--- config.mk ---
export PLATFORM = sky130hd
export DESIGN_NAME = pei_protection_event_irq_logic
export DESIGN_NICKNAME = d
export VERILOG_FILES = /design/src/pei_pkg.sv /design/src/pei_debounce.sv /design/src/pei_protection_event_irq_logic.sv
export SDC_FILE = /design/constraint.sdc
export NUM_CORES = 1
export LEC_CHECK = 0
export BUFFER_PORTS_ARGS = -buffer_cell sky130_fd_sc_hd__buf_2
export CORE_ASPECT_RATIO = 1.2
export CORE_MARGIN = 10
export CORE_UTILIZATION = 45
export CTS_CLUSTER_DIAMETER = 100
export DETAILED_ROUTE_END_ITERATION = 6
export SLEW_MARGIN = 30
export SYNTH_ARGS = -nofsm -noshare
export SYNTH_HDL_FRONTEND = slang
export SYNTH_HIERARCHICAL = 1
export SYNTH_SLANG_ARGS = --single-unit
--- constraint.sdc ---
create_clock -name aclk -period 2.5 [get_ports aclk]
set_clock_uncertainty 0.2 [all_clocks]
set_input_delay 0.75 -clock aclk [delete_from_list [all_inputs] [get_ports aclk]]
set_output_delay 0.75 -clock aclk [all_outputs]
set_load 0.1 [all_outputs]
--- src/pei_pkg.sv ---
package pei_pkg;

  // ****************************************************************
  // Timing
  // ****************************************************************
  localparam int unsigned CLK_FREQ_MHZ  = 10;
  localparam int unsigned DEB_TIME_NS   = 20000;    // 20 us filter window
  localparam int unsigned SC_WAIT_NS    = 1000000;  // 1 ms start-up check
  localparam int unsigned OVL_TIME_NS   = 1000000;  // 1 ms overload window
  localparam int unsigned DEB_CYCLES    = (DEB_TIME_NS * CLK_FREQ_MHZ + 999) / 1000;
  localparam int unsigned SC_CYCLES     = (SC_WAIT_NS * CLK_FREQ_MHZ + 999) / 1000;
  localparam int unsigned OVL_CYCLES    = (OVL_TIME_NS * CLK_FREQ_MHZ + 999) / 1000;
  localparam int unsigned CNT_W         = 14;
  localparam int unsigned NUM_PHASES    = 4;

  // ****************************************************************
  // Register map
  // ****************************************************************
  localparam int unsigned ADDR_W        = 8;
  localparam logic [7:0]  ADDR_FLAGS    = 8'h00;
  localparam logic [7:0]  ADDR_MASK     = 8'h04;
  localparam logic [7:0]  ADDR_STATUS   = 8'h08;
  localparam logic [7:0]  ADDR_CTRL     = 8'h0c;
  localparam logic [1:0]  RESP_OKAY     = 2'h0;
  localparam logic [1:0]  RESP_SLVERR   = 2'h2;

  // Flag, mask and live status bit positions
  localparam int unsigned FLAG_W        = 12;
  localparam int unsigned F_RESET       = 0;
  localparam int unsigned F_HOT_WARN    = 1;
  localparam int unsigned F_OVERHEAT    = 2;
  localparam int unsigned F_LOAD_READY  = 3;
  localparam int unsigned F_SHORT       = 4;
  localparam int unsigned F_OUT_GOOD    = 5;
  localparam int unsigned S_RUNNING     = 6;
  localparam int unsigned F_PEAK_LO     = 8;
  localparam int unsigned SUMMARY_LO    = 16;
  localparam int unsigned S_STANDBY     = 12;
  localparam logic [FLAG_W-1:0] MASKABLE = 12'hf2b;

  // Control register bit positions
  localparam int unsigned C_EN_REG      = 0;
  localparam int unsigned C_PIN_CTRL    = 1;
  localparam int unsigned C_PIN_SEL     = 2;
  localparam int unsigned C_THR_SEL     = 3;
  localparam int unsigned C_RDIS_LO     = 4;
  localparam int unsigned C_SOFT_RST    = 8;

  // ****************************************************************
  // Types
  // ****************************************************************
  typedef struct packed {
    logic              awvalid;
    logic [ADDR_W-1:0] awaddr;
    logic              wvalid;
    logic [31:0]       wdata;
    logic [3:0]        wstrb;
    logic              bready;
    logic              arvalid;
    logic [ADDR_W-1:0] araddr;
    logic              rready;
  } pei_axi_req_t;

  typedef struct packed {
    logic        awready;
    logic        wready;
    logic        bvalid;
    logic [1:0]  bresp;
    logic        arready;
    logic        rvalid;
    logic [31:0] rdata;
    logic [1:0]  rresp;
  } pei_axi_rsp_t;

  typedef struct packed {
    logic [NUM_PHASES-1:0] peak_limit_raw;
    logic                  out_below_thr;
    logic                  hot_warn_lo;
    logic                  hot_warn_hi;
    logic                  overheat;
    logic                  out_good;
    logic                  meas_done;
    logic                  en1;
    logic                  en2;
  } pei_sense_t;

  typedef struct packed {
    logic                  regulator_enable;
    logic                  switches_hiz;
    logic [NUM_PHASES-1:0] discharge_on;
    logic                  device_standby;
  } pei_drive_t;

  typedef struct packed {
    logic [FLAG_W-1:0]     flag;
    logic [FLAG_W-1:0]     mask;
    logic                  en_reg;
    logic                  pin_ctrl;
    logic                  pin_sel;
    logic                  hot_warning_threshold_sel;
    logic [NUM_PHASES-1:0] discharge_pulldown_enable;
  } pei_regs_t;

  localparam pei_regs_t REGS_RST = '{flag: 12'h001, default: '0};

  typedef enum logic [1:0] {
    PEI_REG_OFF   = 2'b00,
    PEI_REG_START = 2'b01,
    PEI_REG_RUN   = 2'b10
  } pei_reg_state_t;

  typedef struct packed {
    pei_sense_t        sync1;
    pei_sense_t        sync2;
    logic              pg_prev;
    logic              meas_prev;
    pei_reg_state_t    rstate;
    logic [CNT_W-1:0]  start_cnt;
    logic              prot_off;
    pei_regs_t         regs;
    logic              aw_got;
    logic              w_got;
    logic [ADDR_W-1:0] wa;
    logic [31:0]       wd;
    logic [3:0]        ws;
    pei_axi_rsp_t      rsp;
    pei_drive_t        drv;
    logic              irq_out_n;
  } pei_state_t;

endpackage

--- src/pei_debounce.sv ---
`timescale 1ns/1ps

// Takes a level only after it has differed from the output for COUNT cycles
module pei_debounce #(
  parameter int unsigned COUNT = pei_pkg::DEB_CYCLES,
  parameter int unsigned CNT_W = pei_pkg::CNT_W
) (
  // Clock and reset
  input  wire logic aclk,
  input  wire logic aresetn,
  // Levels
  input  wire logic level_in,
  output logic      level_out
);
  import pei_pkg::*;

  typedef struct packed {
    logic             level;
    logic [CNT_W-1:0] cnt;
  } pei_deb_state_t;

  localparam logic [CNT_W-1:0] LAST = CNT_W'(COUNT - 1);

  pei_deb_state_t s;
  pei_deb_state_t next_s;

  // Count disagreement, flip at the end of the window
  always_comb begin
    next_s = s;
    if (level_in == s.level) begin
      next_s.cnt = '0;
    end else if (s.cnt == LAST) begin
      next_s.level = level_in;
      next_s.cnt   = '0;
    end else begin
      next_s.cnt = s.cnt + 1'b1;
    end
  end

  // State register
  always_ff @(posedge aclk) begin
    if (!aresetn) begin
      s <= '0;
    end else begin
      s <= next_s;
    end
  end

  assign level_out = s.level;

endmodule // pei_debounce

--- src/pei_protection_event_irq_logic.sv ---
// Decided for this implementation: the AXI4-Lite interface to the registers and the register offsets.
`timescale 1ns/1ps

module pei_protection_event_irq_logic #(
  parameter int unsigned SC_WAIT_CYCLES  = pei_pkg::SC_CYCLES,
  parameter int unsigned OVERLOAD_CYCLES = pei_pkg::OVL_CYCLES,
  parameter int unsigned FILTER_CYCLES   = pei_pkg::DEB_CYCLES
) (
  // Clock and reset
  input  wire logic          aclk,
  input  wire logic          aresetn,
  // Register bus
  input  pei_pkg::pei_axi_req_t axi_req,
  output pei_pkg::pei_axi_rsp_t axi_rsp,
  // Comparators and enable pins
  input  pei_pkg::pei_sense_t   sense_in,
  // Power stage control
  output pei_pkg::pei_drive_t   drive_out,
  // Host interrupt
  output logic                  irq_out_n
);
  import pei_pkg::*;

  localparam logic [CNT_W-1:0] SC_LAST = CNT_W'(SC_WAIT_CYCLES - 1);

  // ****************************************************************
  // Helper functions
  // ****************************************************************

  // Byte enables widened to a bit mask
  function automatic logic [31:0] strb_mask(input logic [3:0] strb);
    logic [31:0] m;
    m = '0;
    for (int i = 0; i < 4; i++) begin
      m[i*8 +: 8] = {8{strb[i]}};
    end
    return m;
  endfunction

  // Byte-wise merge of written data into an old word
  function automatic logic [31:0] merge(input logic [31:0] old, input logic [31:0] data,
                                        input logic [3:0] strb);
    return (old & ~strb_mask(strb)) | (data & strb_mask(strb));
  endfunction

  // Per-phase summary of pending flags
  function automatic logic [NUM_PHASES-1:0] summary(input logic [FLAG_W-1:0] f);
    logic [NUM_PHASES-1:0] v;
    v    = f[F_PEAK_LO +: NUM_PHASES];
    v[0] = v[0] | f[F_SHORT] | f[F_OUT_GOOD];
    return v;
  endfunction

  // ****************************************************************
  // State and filters
  // ****************************************************************
  pei_state_t            s;
  pei_state_t            next_s;
  logic [NUM_PHASES-1:0] peak_limit_live;
  logic                  hot_warning_live;
  logic                  overheat_shutdown_live;
  logic                  output_good_live;
  logic                  overload_low;
  logic                  hot_raw;

  // Warning level chosen by the threshold select bit
  assign hot_raw = s.regs.hot_warning_threshold_sel ? s.sync2.hot_warn_hi
                                                     : s.sync2.hot_warn_lo;

  // Peak limit filters per phase
  for (genvar p = 0; p < NUM_PHASES; p++) begin : g_peak
    pei_debounce #(.COUNT(FILTER_CYCLES), .CNT_W(CNT_W)) u_peak (
      .aclk      (aclk),
      .aresetn   (aresetn),
      .level_in  (s.sync2.peak_limit_raw[p]),
      .level_out (peak_limit_live[p])
    );
  end

  // Hot warning filter
  pei_debounce #(.COUNT(FILTER_CYCLES), .CNT_W(CNT_W)) u_hot (
    .aclk      (aclk),
    .aresetn   (aresetn),
    .level_in  (hot_raw),
    .level_out (hot_warning_live)
  );

  // Overheat filter
  pei_debounce #(.COUNT(FILTER_CYCLES), .CNT_W(CNT_W)) u_overheat (
    .aclk      (aclk),
    .aresetn   (aresetn),
    .level_in  (s.sync2.overheat),
    .level_out (overheat_shutdown_live)
  );

  // Output good filter
  pei_debounce #(.COUNT(FILTER_CYCLES), .CNT_W(CNT_W)) u_good (
    .aclk      (aclk),
    .aresetn   (aresetn),
    .level_in  (s.sync2.out_good),
    .level_out (output_good_live)
  );

  // Overload filter, long window
  pei_debounce #(.COUNT(OVERLOAD_CYCLES), .CNT_W(CNT_W)) u_overload (
    .aclk      (aclk),
    .aresetn   (aresetn),
    .level_in  (s.sync2.out_below_thr),
    .level_out (overload_low)
  );

  // ****************************************************************
  // Next state
  // ****************************************************************
  logic              request;
  logic              permit;
  logic              short_evt;
  logic              overheat_trip;
  logic              do_wr;
  logic [31:0]       wr_mask;
  logic [FLAG_W-1:0] set_vec;
  logic [FLAG_W-1:0] hold_vec;
  logic [FLAG_W-1:0] clr_vec;
  logic [31:0]       ctrl_word;
  logic [31:0]       ctrl_new;
  logic [31:0]       mask_new;
  logic [31:0]       rd_word;
  logic              rd_ok;

  always_comb begin
    next_s        = s;
    short_evt     = 1'b0;
    clr_vec       = '0;
    ctrl_new      = '0;
    mask_new      = '0;
    rd_word       = '0;
    rd_ok         = 1'b0;
    do_wr         = s.aw_got && s.w_got;
    wr_mask       = strb_mask(s.ws);

    // Two-stage pin synchronisers
    next_s.sync1     = sense_in;
    next_s.sync2     = s.sync1;
    next_s.pg_prev   = output_good_live;
    next_s.meas_prev = s.sync2.meas_done;

    // Enable request from the control bit, gated by the selected pin when pin control is set
    request = s.regs.en_reg &&
              (!s.regs.pin_ctrl || (s.regs.pin_sel ? s.sync2.en2 : s.sync2.en1));
    permit  = request && !s.regs.flag[F_SHORT] && !s.regs.flag[F_OVERHEAT] &&
              !overheat_shutdown_live;
    overheat_trip = overheat_shutdown_live && (s.rstate != PEI_REG_OFF);

    // Regulator sequencing
    case (s.rstate)
      PEI_REG_OFF: begin
        if (permit) begin
          next_s.rstate    = PEI_REG_START;
          next_s.start_cnt = '0;
          next_s.prot_off  = 1'b0;
        end
      end
      PEI_REG_START: begin
        if (overheat_trip) begin
          next_s.rstate   = PEI_REG_OFF;
          next_s.prot_off = 1'b1;
        end else if (!permit) begin
          next_s.rstate = PEI_REG_OFF;
        end else if (s.start_cnt == SC_LAST) begin
          if (s.sync2.out_below_thr) begin
            short_evt       = 1'b1;
            next_s.rstate   = PEI_REG_OFF;
            next_s.prot_off = 1'b1;
          end else begin
            next_s.rstate = PEI_REG_RUN;
          end
        end else begin
          next_s.start_cnt = s.start_cnt + 1'b1;
        end
      end
      PEI_REG_RUN: begin
        if (overheat_trip) begin
          next_s.rstate   = PEI_REG_OFF;
          next_s.prot_off = 1'b1;
        end else if (overload_low) begin
          short_evt       = 1'b1;
          next_s.rstate   = PEI_REG_OFF;
          next_s.prot_off = 1'b1;
        end else if (!permit) begin
          next_s.rstate = PEI_REG_OFF;
        end
      end
      default: begin
        next_s.rstate = PEI_REG_OFF;
      end
    endcase

    // Flag sources; live-held flags refuse clearing
    set_vec                              = '0;
    set_vec[F_HOT_WARN]                  = hot_warning_live;
    set_vec[F_OVERHEAT]                  = overheat_shutdown_live;
    set_vec[F_LOAD_READY]                = s.sync2.meas_done && !s.meas_prev;
    set_vec[F_SHORT]                     = short_evt;
    set_vec[F_OUT_GOOD]                  = output_good_live && !s.pg_prev;
    set_vec[F_PEAK_LO +: NUM_PHASES]     = peak_limit_live;
    hold_vec                             = '0;
    hold_vec[F_OVERHEAT]                 = overheat_shutdown_live;
    hold_vec[F_PEAK_LO +: NUM_PHASES]    = peak_limit_live;

    // Register writes
    ctrl_word = '0;
    ctrl_word[C_EN_REG]                  = s.regs.en_reg;
    ctrl_word[C_PIN_CTRL]                = s.regs.pin_ctrl;
    ctrl_word[C_PIN_SEL]                 = s.regs.pin_sel;
    ctrl_word[C_THR_SEL]                 = s.regs.hot_warning_threshold_sel;
    ctrl_word[C_RDIS_LO +: NUM_PHASES]   = s.regs.discharge_pulldown_enable;
    if (do_wr) begin
      next_s.aw_got     = 1'b0;
      next_s.w_got      = 1'b0;
      next_s.rsp.bvalid = 1'b1;
      next_s.rsp.bresp  = RESP_OKAY;
      if (s.wa == ADDR_FLAGS) begin
        clr_vec = s.wd[FLAG_W-1:0] & wr_mask[FLAG_W-1:0] & ~hold_vec;
      end else if (s.wa == ADDR_MASK) begin
        // Merge in a full word first, then keep only the maskable bits
        mask_new         = merge({20'h0, s.regs.mask}, s.wd, s.ws);
        next_s.regs.mask = mask_new[FLAG_W-1:0] & MASKABLE;
      end else if (s.wa == ADDR_CTRL) begin
        ctrl_new = merge(ctrl_word, s.wd, s.ws);
        next_s.regs.en_reg                    = ctrl_new[C_EN_REG];
        next_s.regs.pin_ctrl                  = ctrl_new[C_PIN_CTRL];
        next_s.regs.pin_sel                   = ctrl_new[C_PIN_SEL];
        next_s.regs.hot_warning_threshold_sel = ctrl_new[C_THR_SEL];
        next_s.regs.discharge_pulldown_enable = ctrl_new[C_RDIS_LO +: NUM_PHASES];
      end else if (s.wa == ADDR_STATUS) begin
        next_s.rsp.bresp = RESP_OKAY;
      end else begin
        next_s.rsp.bresp = RESP_SLVERR;
      end
    end

    // Sticky flags, a set beats a clear in the same cycle
    next_s.regs.flag = (s.regs.flag & ~clr_vec) | set_vec;

    // Soft reset restores defaults and raises the reset flag
    if (do_wr && (s.wa == ADDR_CTRL) && ctrl_new[C_SOFT_RST]) begin
      next_s.regs   = REGS_RST;
      next_s.rstate = PEI_REG_OFF;
    end

    // Write address and data channels, either order
    if (axi_req.awvalid && s.rsp.awready) begin
      next_s.aw_got      = 1'b1;
      next_s.wa          = {axi_req.awaddr[ADDR_W-1:2], 2'b00};
      next_s.rsp.awready = 1'b0;
    end
    if (axi_req.wvalid && s.rsp.wready) begin
      next_s.w_got      = 1'b1;
      next_s.wd         = axi_req.wdata;
      next_s.ws         = axi_req.wstrb;
      next_s.rsp.wready = 1'b0;
    end
    if (s.rsp.bvalid && axi_req.bready) begin
      next_s.rsp.bvalid  = 1'b0;
      next_s.rsp.awready = 1'b1;
      next_s.rsp.wready  = 1'b1;
    end

    // Read decode
    if ({axi_req.araddr[ADDR_W-1:2], 2'b00} == ADDR_FLAGS) begin
      rd_ok                                 = 1'b1;
      rd_word[FLAG_W-1:0]                   = s.regs.flag;
      rd_word[SUMMARY_LO +: NUM_PHASES]     = summary(s.regs.flag);
    end else if ({axi_req.araddr[ADDR_W-1:2], 2'b00} == ADDR_MASK) begin
      rd_ok                                 = 1'b1;
      rd_word[FLAG_W-1:0]                   = s.regs.mask;
    end else if ({axi_req.araddr[ADDR_W-1:2], 2'b00} == ADDR_STATUS) begin
      rd_ok                                 = 1'b1;
      rd_word[F_HOT_WARN]                   = hot_warning_live;
      rd_word[F_OVERHEAT]                   = overheat_shutdown_live;
      rd_word[F_OUT_GOOD]                   = output_good_live;
      rd_word[S_RUNNING]                    = (s.rstate == PEI_REG_RUN);
      rd_word[F_PEAK_LO +: NUM_PHASES]      = peak_limit_live;
      rd_word[S_STANDBY]                    = s.drv.device_standby;
    end else if ({axi_req.araddr[ADDR_W-1:2], 2'b00} == ADDR_CTRL) begin
      rd_ok                                 = 1'b1;
      rd_word                               = ctrl_word;
    end

    // Read channel
    if (axi_req.arvalid && s.rsp.arready) begin
      next_s.rsp.rvalid  = 1'b1;
      next_s.rsp.arready = 1'b0;
      next_s.rsp.rdata   = rd_word;
      next_s.rsp.rresp   = rd_ok ? RESP_OKAY : RESP_SLVERR;
    end else if (s.rsp.rvalid && axi_req.rready) begin
      next_s.rsp.rvalid  = 1'b0;
      next_s.rsp.arready = 1'b1;
    end

    // Power stage outputs
    next_s.drv.regulator_enable = (next_s.rstate != PEI_REG_OFF);
    next_s.drv.switches_hiz     = (next_s.rstate == PEI_REG_OFF);
    next_s.drv.device_standby   = (next_s.rstate == PEI_REG_OFF);
    next_s.drv.discharge_on     = (next_s.rstate == PEI_REG_OFF) && next_s.prot_off ?
                                  next_s.regs.discharge_pulldown_enable : '0;

    // Interrupt line from unmasked pending flags
    next_s.irq_out_n = ~|(s.regs.flag & ~s.regs.mask);
  end

  // ****************************************************************
  // State register
  // ****************************************************************
  always_ff @(posedge aclk) begin
    if (!aresetn) begin
      s                    <= '0;
      s.regs               <= REGS_RST;
      s.rstate             <= PEI_REG_OFF;
      s.rsp.awready        <= 1'b1;
      s.rsp.wready         <= 1'b1;
      s.rsp.arready        <= 1'b1;
      s.drv.switches_hiz   <= 1'b1;
      s.drv.device_standby <= 1'b1;
      s.irq_out_n          <= 1'b1;
    end else begin
      s <= next_s;
    end
  end

  // Ports straight from the state register
  assign axi_rsp   = s.rsp;
  assign drive_out = s.drv;
  assign irq_out_n = s.irq_out_n;

endmodule // pei_protection_event_irq_logic

# After elaboration in Yosys (flattened, before gate mapping)
# Cells that the tools add are included.
# word_totals
elab_cells,251
register_bits,261
mem_bits_rw,0
out_inout_bits,49
memories,0
latch_bits,0
inputBits,71
rom_bits,0
# classes
mul,0
n_bitwise,27
n_mux,66
div,0
add_sub_neg,9
n_reduce_logical,57
shift,0
eq_ne,29
n_lt_le_gt_ge,0
# op_table
op,n
$add 14x1->14 const B,9
$eq 14x8->1 const B,7
$and 12x12->12,6
$mux 12,5
$not 12->12,4
$mux 2,18
$mux 9,4
$eq 14x14->1 const B,2
$mux 14,2
$pmux 14 s2,1
$eq 6x2->1 const B,4
$mux 4,6
$or 12x12->12,2
$reduce_or 3->1,8
$mux 1,22
$reduce_and 2->1,9
$mux 17,1
$logic_and 1x1->1,16
$mux 15,1
$eq 6x1->1 const B,2
$reduce_bool 2->1,6
$reduce_or 12->1,1
$not 1->1,11
$and 8x9->9,1
other kinds (21),40

# Logic depth before layout (Yosys ltp)
# Gate-level depths: netlist of the first run.
# logic_depth
word_depth,14
depth_mapped,7
ltp_nobuf,7

# Modules after synthesis
# Netlist of the first run, hierarchy kept.
# modules_own_cells
module,cells_each,n_inst,seq_area_each_um2,area_per_inst_um2
pei_protection_event_irq_logic,601,1,2482.4,5358.9
pei_debounce at g_peak[0].u_peak ...,71,7,300.3,668.1
pei_debounce at u_overload,72,1,300.3,665.6

# Worst setup path after synthesis of the first run
# OpenSTA, ideal clock, no wires.
# synth_path
kind,input-to-reg
start,input axi_req[8] (netlist bit)
end,register s (netlist bit axi_rsp[10])
path_stages,5
required_ns,2.235
slack_ns,0.269
arrival_ns,1.966
setup_ns,0.065
cell_sequence,or4_1 nor2_1 clkbuf_1 a22oi_1 nor2_1
# synth_between
elab_chain_cells,4
# synth_rtl
item,line,rtl
start: declaration,pei_protection_event_irq_logic.sv:13,"input pei_pkg::pei_axi_req_t axi_req,"
$eq 6x2->1,pei_protection_event_irq_logic.sv:277,"end else if ({axi_req.araddr[ADDR_W-1:2], 2'b00} == ADDR_STATUS) begin"
$mux 5,pei_protection_event_irq_logic.sv:277,
$mux 12,pei_protection_event_irq_logic.sv:274,"end else if ({axi_req.araddr[ADDR_W-1:2], 2'b00} == ADDR_MASK) begin"
$mux 12 *,pei_protection_event_irq_logic.sv:270,"if ({axi_req.araddr[ADDR_W-1:2], 2'b00} == ADDR_FLAGS) begin"
end signal: assignment,pei_protection_event_irq_logic.sv:327,s <= next_s;
end: declaration,pei_protection_event_irq_logic.sv:57,pei_state_t s;
# Mark *: on every way between the ends. The rest lies on a longest branch, timed or not.
# A chain may end at the register's enable or synchronous reset.

# Worst setup path after layout of the first run
# layout_path
start,register s (netlist bit axi_rsp[40])
end,output axi_rsp[40] (netlist bit)
# layout_lines
item,line,rtl
end: declaration,pei_protection_event_irq_logic.sv:14,"output pei_pkg::pei_axi_rsp_t axi_rsp,"
# No word-level cell between the ends.

==> impl_metrics.csv, run 1 <==
group,metric,value,unit
timing,setup_viol,0,
min_path,min_path_type,"reg -> reg",
drt,viasPerCell,5.10,
worst_setup_path,r2r-start,"s[128]",
logic_synthesis,synth_most_common_cell,"dfxtp_1",
cts,cts_tree,"yes",
cts,htreeDepth,1,
drt,routed_wl,23000,µm
floorplan,rows,61,
timing,finalHoldViolCount,0,
power_and_ir_drop,ir_worst_vdd,0.000543,V
grt,antenna_found_initial,0,
worst_setup_path,reg2regPathDepth,6,
timing,slew_viol_final,0,
grt,grt_max_degree,49,
power_and_ir_drop,pwr-share-clk,0.470,
timing,fmax,0.413,GHz
grt,grt_pass1_vias,7756,
cts,clk_pin_slew,60,ps
worst_setup_path,slowest_delay,490,ps
logic_synthesis,ys.flop_type,"dfxtp_1",
place,globalplace.congestion,0.829,
cts,ctsResizeCount,0,
logic_synthesis,synth_edf_count,0,
grt,grt_pass1_wl,38700,µm
worst_setup_path,cp-startpoint,"axi_rsp[40]",
cts,cts_buffer_depth,3,
floorplan,fp.dieH,189,µm
timing,timing.final.crit_share,0.968,
place,port_buffers,76,
power_and_ir_drop,p_leak,4.44,nW
worst_setup_path,crit_buf_inv,1,
drt,vias,7904,
worst_setup_path,cp.arrival,1470,ps
cts,cts_setup_buffers,0,
finish,nNetsFinal,1301,
floorplan,coreArea,0.0233,mm²
timing,rsz0062_at_grt,"false",
power_and_ir_drop,p_seq_frac,0.479,
worst_setup_path,crit_chain,"buf_2",
worst_setup_path,worstSetupPathDepth,1,
worst_setup_path,required,1550,ps
logic_synthesis,netlist.area_leader.share,0.456,
drt,drt-initial-drc-count,329,
drt,drc_errors,0,
drt,dr.pass1.iters,4,
logic_synthesis,async_flop_share,0,
finish,layout-drive-gt1-share,0.134,
place,place_inst,1504,
worst_setup_path,reg2reg_slack,190,ps
worst_setup_path,crit_end,"axi_rsp[40]",
logic_synthesis,syn_area_per_cell,9.15,µm²
power_and_ir_drop,power_density,693,mW/mm²
timing,layout_min_cycle_time,2420,ps
worst_setup_path,rr_endpoint,"s[136]",
cts,cts_made_buffers,26,
finish,final_cells,1551,
grt,grtUsageTotal,0.147,
worst_setup_path,crit_path_max_fanout,9,
worst_setup_path,end_kind,"primary output",
grt,overflow,0,
cts,hold_buffers,0,
logic_synthesis,synthCells,1170,
power_and_ir_drop,swShare,0.225,
floorplan,boundaryPins,120,
job,maxCapViolCount,0,
logic_synthesis,synth-seq-cells,244,
timing,tightest_slew,772,ps
place,dp_hpwl,16400,µm
floorplan,die_w,161,µm
worst_setup_path,critical_path_class,"reg -> out",
floorplan,die-area,0.0304,mm²
cts,clk_latency,510,ps
power_and_ir_drop,power.switching,1.87,mW
finish,area_growth,12.1,%
floorplan,initial_core_util,0.460,
worst_setup_path,crit_path_start_kind,"register",
logic_synthesis,ys_warn_count,6,
cts,cts_sinks,244,
logic_synthesis,synth_commonest_cells,"244 x dfxtp_1, 162 x nor2_1, 86 x xor2_1",
power_and_ir_drop,power.internal,6.45,mW
power_and_ir_drop,p_comb_frac,0.051,
timing,fin_setup_tns,0,ps
logic_synthesis,synth_seq_area_share,0.456,
min_path,whs_path_depth,1,
cts,cts-root-buf,"clkbuf_16",
logic_synthesis,synth_area_leader_cell,"dfxtp_1",
finish,antenna_cells,0,
worst_setup_path,cp_top_family,"buffers and inverters",
outcome,status,"finished clean",
logic_synthesis,synth.area.top_cells,"dfxtp_1 46%, xor2_1 7.0%, nor2_1 5.7%",
worst_setup_path,worst_path_max_delay_cell,"buf_2",
logic_synthesis,ys_types,69,
logic_synthesis,syn_area,0.0107,mm²
timing,slew-limit-headroom,0.485,
drt,post_drt_wl_per_cell,14.8,µm
drt,ant_nets,0,
flip-flops by register name, summed over array words and instances, names as in the netlist, named ones only:
signal / flops
axi_rsp: 24
ctrl_word: 4
drive_out: 6
g_peak.u_peak/level_out: 4
g_peak.u_peak/s: 56
irq_out_n: 1
next_s: 13
s: 64
u_good/level_out: 1
u_good/s: 14
u_hot/level_out: 1
u_hot/s: 14
u_overheat/level_out: 1
u_overheat/s: 14
u_overload/level_out: 1
u_overload/s: 14
cell families (layout without fill, tap and decap cells):
logic type,after synthesis,count (layout),share of synthesized area
muxes,37,37,0.0373
buffers and inverters,125,175,0.0692
DFF,244,244,0.456
AOI/OAI and AO/OA,121,121,0.0734
xor gates and xnor gates,108,108,0.0884
adders and majority gates,13,13,0.0152
other,1,17,0.000350
and+or+nand+nor,521,521,0.260
through the flow:
step,cell area [µm²],power [mW],hold WS [ps],util,setup WS (ps)
after floorplan,10800,4.41,211,-,269
after global placement,11100,4.49,219,0.477,142
final,12000,8.32,232,0.516,80.4
after detailed placement,11100,4.50,222,0.477,119
after CTS,12000,8.43,214,0.516,65.1
after global routing,12000,8.62,216,0.516,26.4
cell type report:
| cell class | instances | area [µm²] |
|---|---|---|
| well taps | 315 | 394 |
| clock inverters | 9 | 131 |
| inverters | 31 | 116 |
| flip-flops and latches | 244 | 4880 |
| repair buffers | 97 | 576 |
| clock buffers | 38 | 757 |
| fillers | 2195 | 11300 |
| multi-input cells | 817 | 5140 |
power by group through the flow:
stage	Clock, mW	Sequential (mW)	Combinational (mW)
6_report	3.91	3.98	0.424
5_1_grt	4.18	3.99	0.457
4_1_cts	4.02	3.98	0.427
3_5_place_dp	0	4.07	0.427
3_3_place_gp	0	4.07	0.424
2_1_floorplan	0	4.06	0.348
worst min-delay path by stage:
stage	startpoint	to	slack, ps
finish	next_s[156]	s[156]	230
floorplan	g_peak[0].u_peak/s[0]	g_peak[0].u_peak/s[0]	210
CTS	sense_in[11]	next_s[157]	210
detailed placement	next_s[156]	s[156]	220
global route	sense_in[11]	next_s[157]	220
global placement	next_s[156]	s[156]	220
cell usage in the layout, fill, tap and decap left out, drive strengths merged, types with 13 or more instances in the layout:
cell type / instances
a21oi: 47
a22oi: 15
and2: 54
and4: 17
buf: 97
clkbuf: 38
conb: 17
dfxtp: 244
ha: 13
inv: 31
mux2i: 32
nand2: 82
nand3: 65
nand4: 47
nor2: 163
nor2b: 13
nor4: 17
o21ai: 17
xnor2: 22
xor2: 86
layer usage:
metal | GRT usage | wire length [µm]
met1 | 0.185 | 10600
met2 | 0.255 | 11100
met3 | 0.0245 | 770
met4 | 0.0424 | 461
met5 | 0 | 0
worst reg2reg max path: cells and delay by family, from the launching register on:
family | cells | cell delay [ps]
AOI/OAI and AO/OA | 2 | 540
adders and majority gates | 1 | 220
DFF | 1 | 340
and+or+nand+nor | 3 | 930
No activity file was read; power rests on OpenSTA's default activity.
==> inputs of run 2 (changes only) <==
Clock period 2.5 ns to 2.6 ns, I/O delays scaled along.
==> impl_metrics.csv, run 2 (synthesis results as in run 1) <==
group,metric,value,unit
worst_setup_path,r2r-start,"s[128]",
cts,clk_latency,530,ps
power_and_ir_drop,power.internal,6.01,mW
drt,dr.pass1.iters,5,
timing,rsz0062_at_grt,"false",
drt,routed_wl,23000,µm
place,port_buffers,76,
worst_setup_path,crit_buf_inv,1,
place,place_inst,1500,
timing,slew_viol_final,0,
min_path,min_path_type,"reg -> reg",
worst_setup_path,crit_path_start_kind,"register",
grt,grt_pass1_wl,38400,µm
cts,hold_buffers,0,
outcome,status,"finished clean",
cts,htreeDepth,1,
worst_setup_path,cp.arrival,1480,ps
finish,layout-drive-gt1-share,0.129,
cts,cts_made_buffers,26,
floorplan,fp.dieH,189,µm
floorplan,boundaryPins,120,
timing,fmax,0.407,GHz
cts,cts-root-buf,"clkbuf_16",
place,dp_hpwl,16200,µm
power_and_ir_drop,p_comb_frac,0.051,
floorplan,die-area,0.0304,mm²
power_and_ir_drop,pwr-share-clk,0.458,
cts,cts_setup_buffers,0,
floorplan,initial_core_util,0.460,
floorplan,rows,61,
cts,cts_sinks,244,
timing,layout_min_cycle_time,2460,ps
power_and_ir_drop,power_density,656,mW/mm²
timing,fin_setup_tns,0,ps
finish,final_cell_mix,"244 x dfxtp_1, 162 x nor2_1, 86 x xor2_1",
drt,ant_nets,0,
worst_setup_path,worst_path_max_delay_cell,"buf_2",
worst_setup_path,critical_path_class,"reg -> out",
finish,largest_reg_flops,64,
grt,antenna_found_initial,0,
power_and_ir_drop,p_seq_frac,0.491,
drt,post_drt_wl_per_cell,14.9,µm
drt,vias,7935,
grt,grt_pass1_vias,7658,
min_path,min_from,"next_s[151]",
timing,setup_viol,0,
worst_setup_path,crit_path_max_fanout,9,
power_and_ir_drop,power.switching,1.79,mW
finish,area_growth,11.1,%
power_and_ir_drop,swShare,0.230,
floorplan,die_w,161,µm
timing,tightest_slew,680,ps
job,maxCapViolCount,0,
finish,final_cells,1547,
worst_setup_path,crit_chain,"buf_2",
finish,final_common_cell,"dfxtp_1",
floorplan,coreArea,0.0233,mm²
worst_setup_path,cp-startpoint,"axi_rsp[40]",
finish,antenna_cells,0,
drt,drc_errors,0,
power_and_ir_drop,p_leak,4.40,nW
worst_setup_path,required,1620,ps
power_and_ir_drop,ir_worst_vdd,0.000429,V
timing,timing.final.crit_share,0.944,
worst_setup_path,cp_top_family,"buffers and inverters",
worst_setup_path,slowest_delay,480,ps
finish,nNetsFinal,1297,
grt,grt_max_degree,35,
drt,viasPerCell,5.13,
grt,overflow,0,
place,place_area,0.0111,mm²
grt,grtUsageTotal,0.146,
timing,finalHoldViolCount,0,
cts,cts_buffer_depth,3,
finish,regMostFlops,"s",
finish,fin_area,0.0119,mm²
cts,cts_tree,"yes",
timing,slew-limit-headroom,0.547,
place,globalplace.congestion,0.827,
worst_setup_path,end_kind,"primary output",
drt,drt-initial-drc-count,358,
cts,clk_pin_slew,60,ps
cts,ctsResizeCount,0,
power_and_ir_drop,total_power,7.80,mW
run 2: cell types whose count changed in the layout (fill, tap and decap cells not counted), sizes merged:
cell      before  now
buf           97   93
clkbuf        38   45
bufinv         3    0
clkinv         3    2
clkinvlp       3    0
run 2: worst paths after layout:
check | depth (start not counted) | slack, ps | end
max | 1 | 140 | axi_rsp[40]
min | 1 | 220 | s[151]
max reg2reg | 6 | 230 | s[136]
min reg2reg | 1 | 220 | s[151]
run 2: worst reg2reg max path: stages (launching register included):
cell and delay [ps]:
dfxtp_1 340, ha_1 270, and4b_1 250, and4_1 220, a211o_1 350, or4_1 470, a31oi_1 180
run 2: layout make-up:
| cell class | count | area [µm²] |
|---|---|---|
| repair buffers | 93 | 520 |
| flip-flops and latches | 244 | 4880 |
| inverters | 31 | 116 |
| clock buffers | 45 | 823 |
| clock inverters | 2 | 10.0 |
| fillers | 2214 | 11400 |
| multi-input cells | 817 | 5140 |
| well taps | 315 | 394 |
run 2: per-stage QoR:
step	hold WS, ps	utilization	worst slack (ps)
2_1_floorplan	211	-	339
3_3_place_gp	217	0.475	227
3_5_place_dp	220	0.475	226
4_1_cts	233	0.511	137
5_1_grt	244	0.511	80.5
6_report	223	0.511	145
run 2: per-layer routing:
layer  share of wire  GRT usage  vias up
li1                -          -     4078
met4           0.011     0.0308        0
met2            0.49      0.252      101
met5               0          0        -
met3           0.032     0.0239       24
met1            0.47      0.189     3732
run 2: power by group through the flow:
stage | Combinational [mW] | Clock [mW] | Sequential, mW
after detailed placement | 0.404 | 0 | 3.91
after global placement | 0.402 | 0 | 3.91
after CTS | 0.406 | 3.67 | 3.83
after floorplan | 0.335 | 0 | 3.90
final | 0.401 | 3.57 | 3.83
after global routing | 0.433 | 3.84 | 3.83
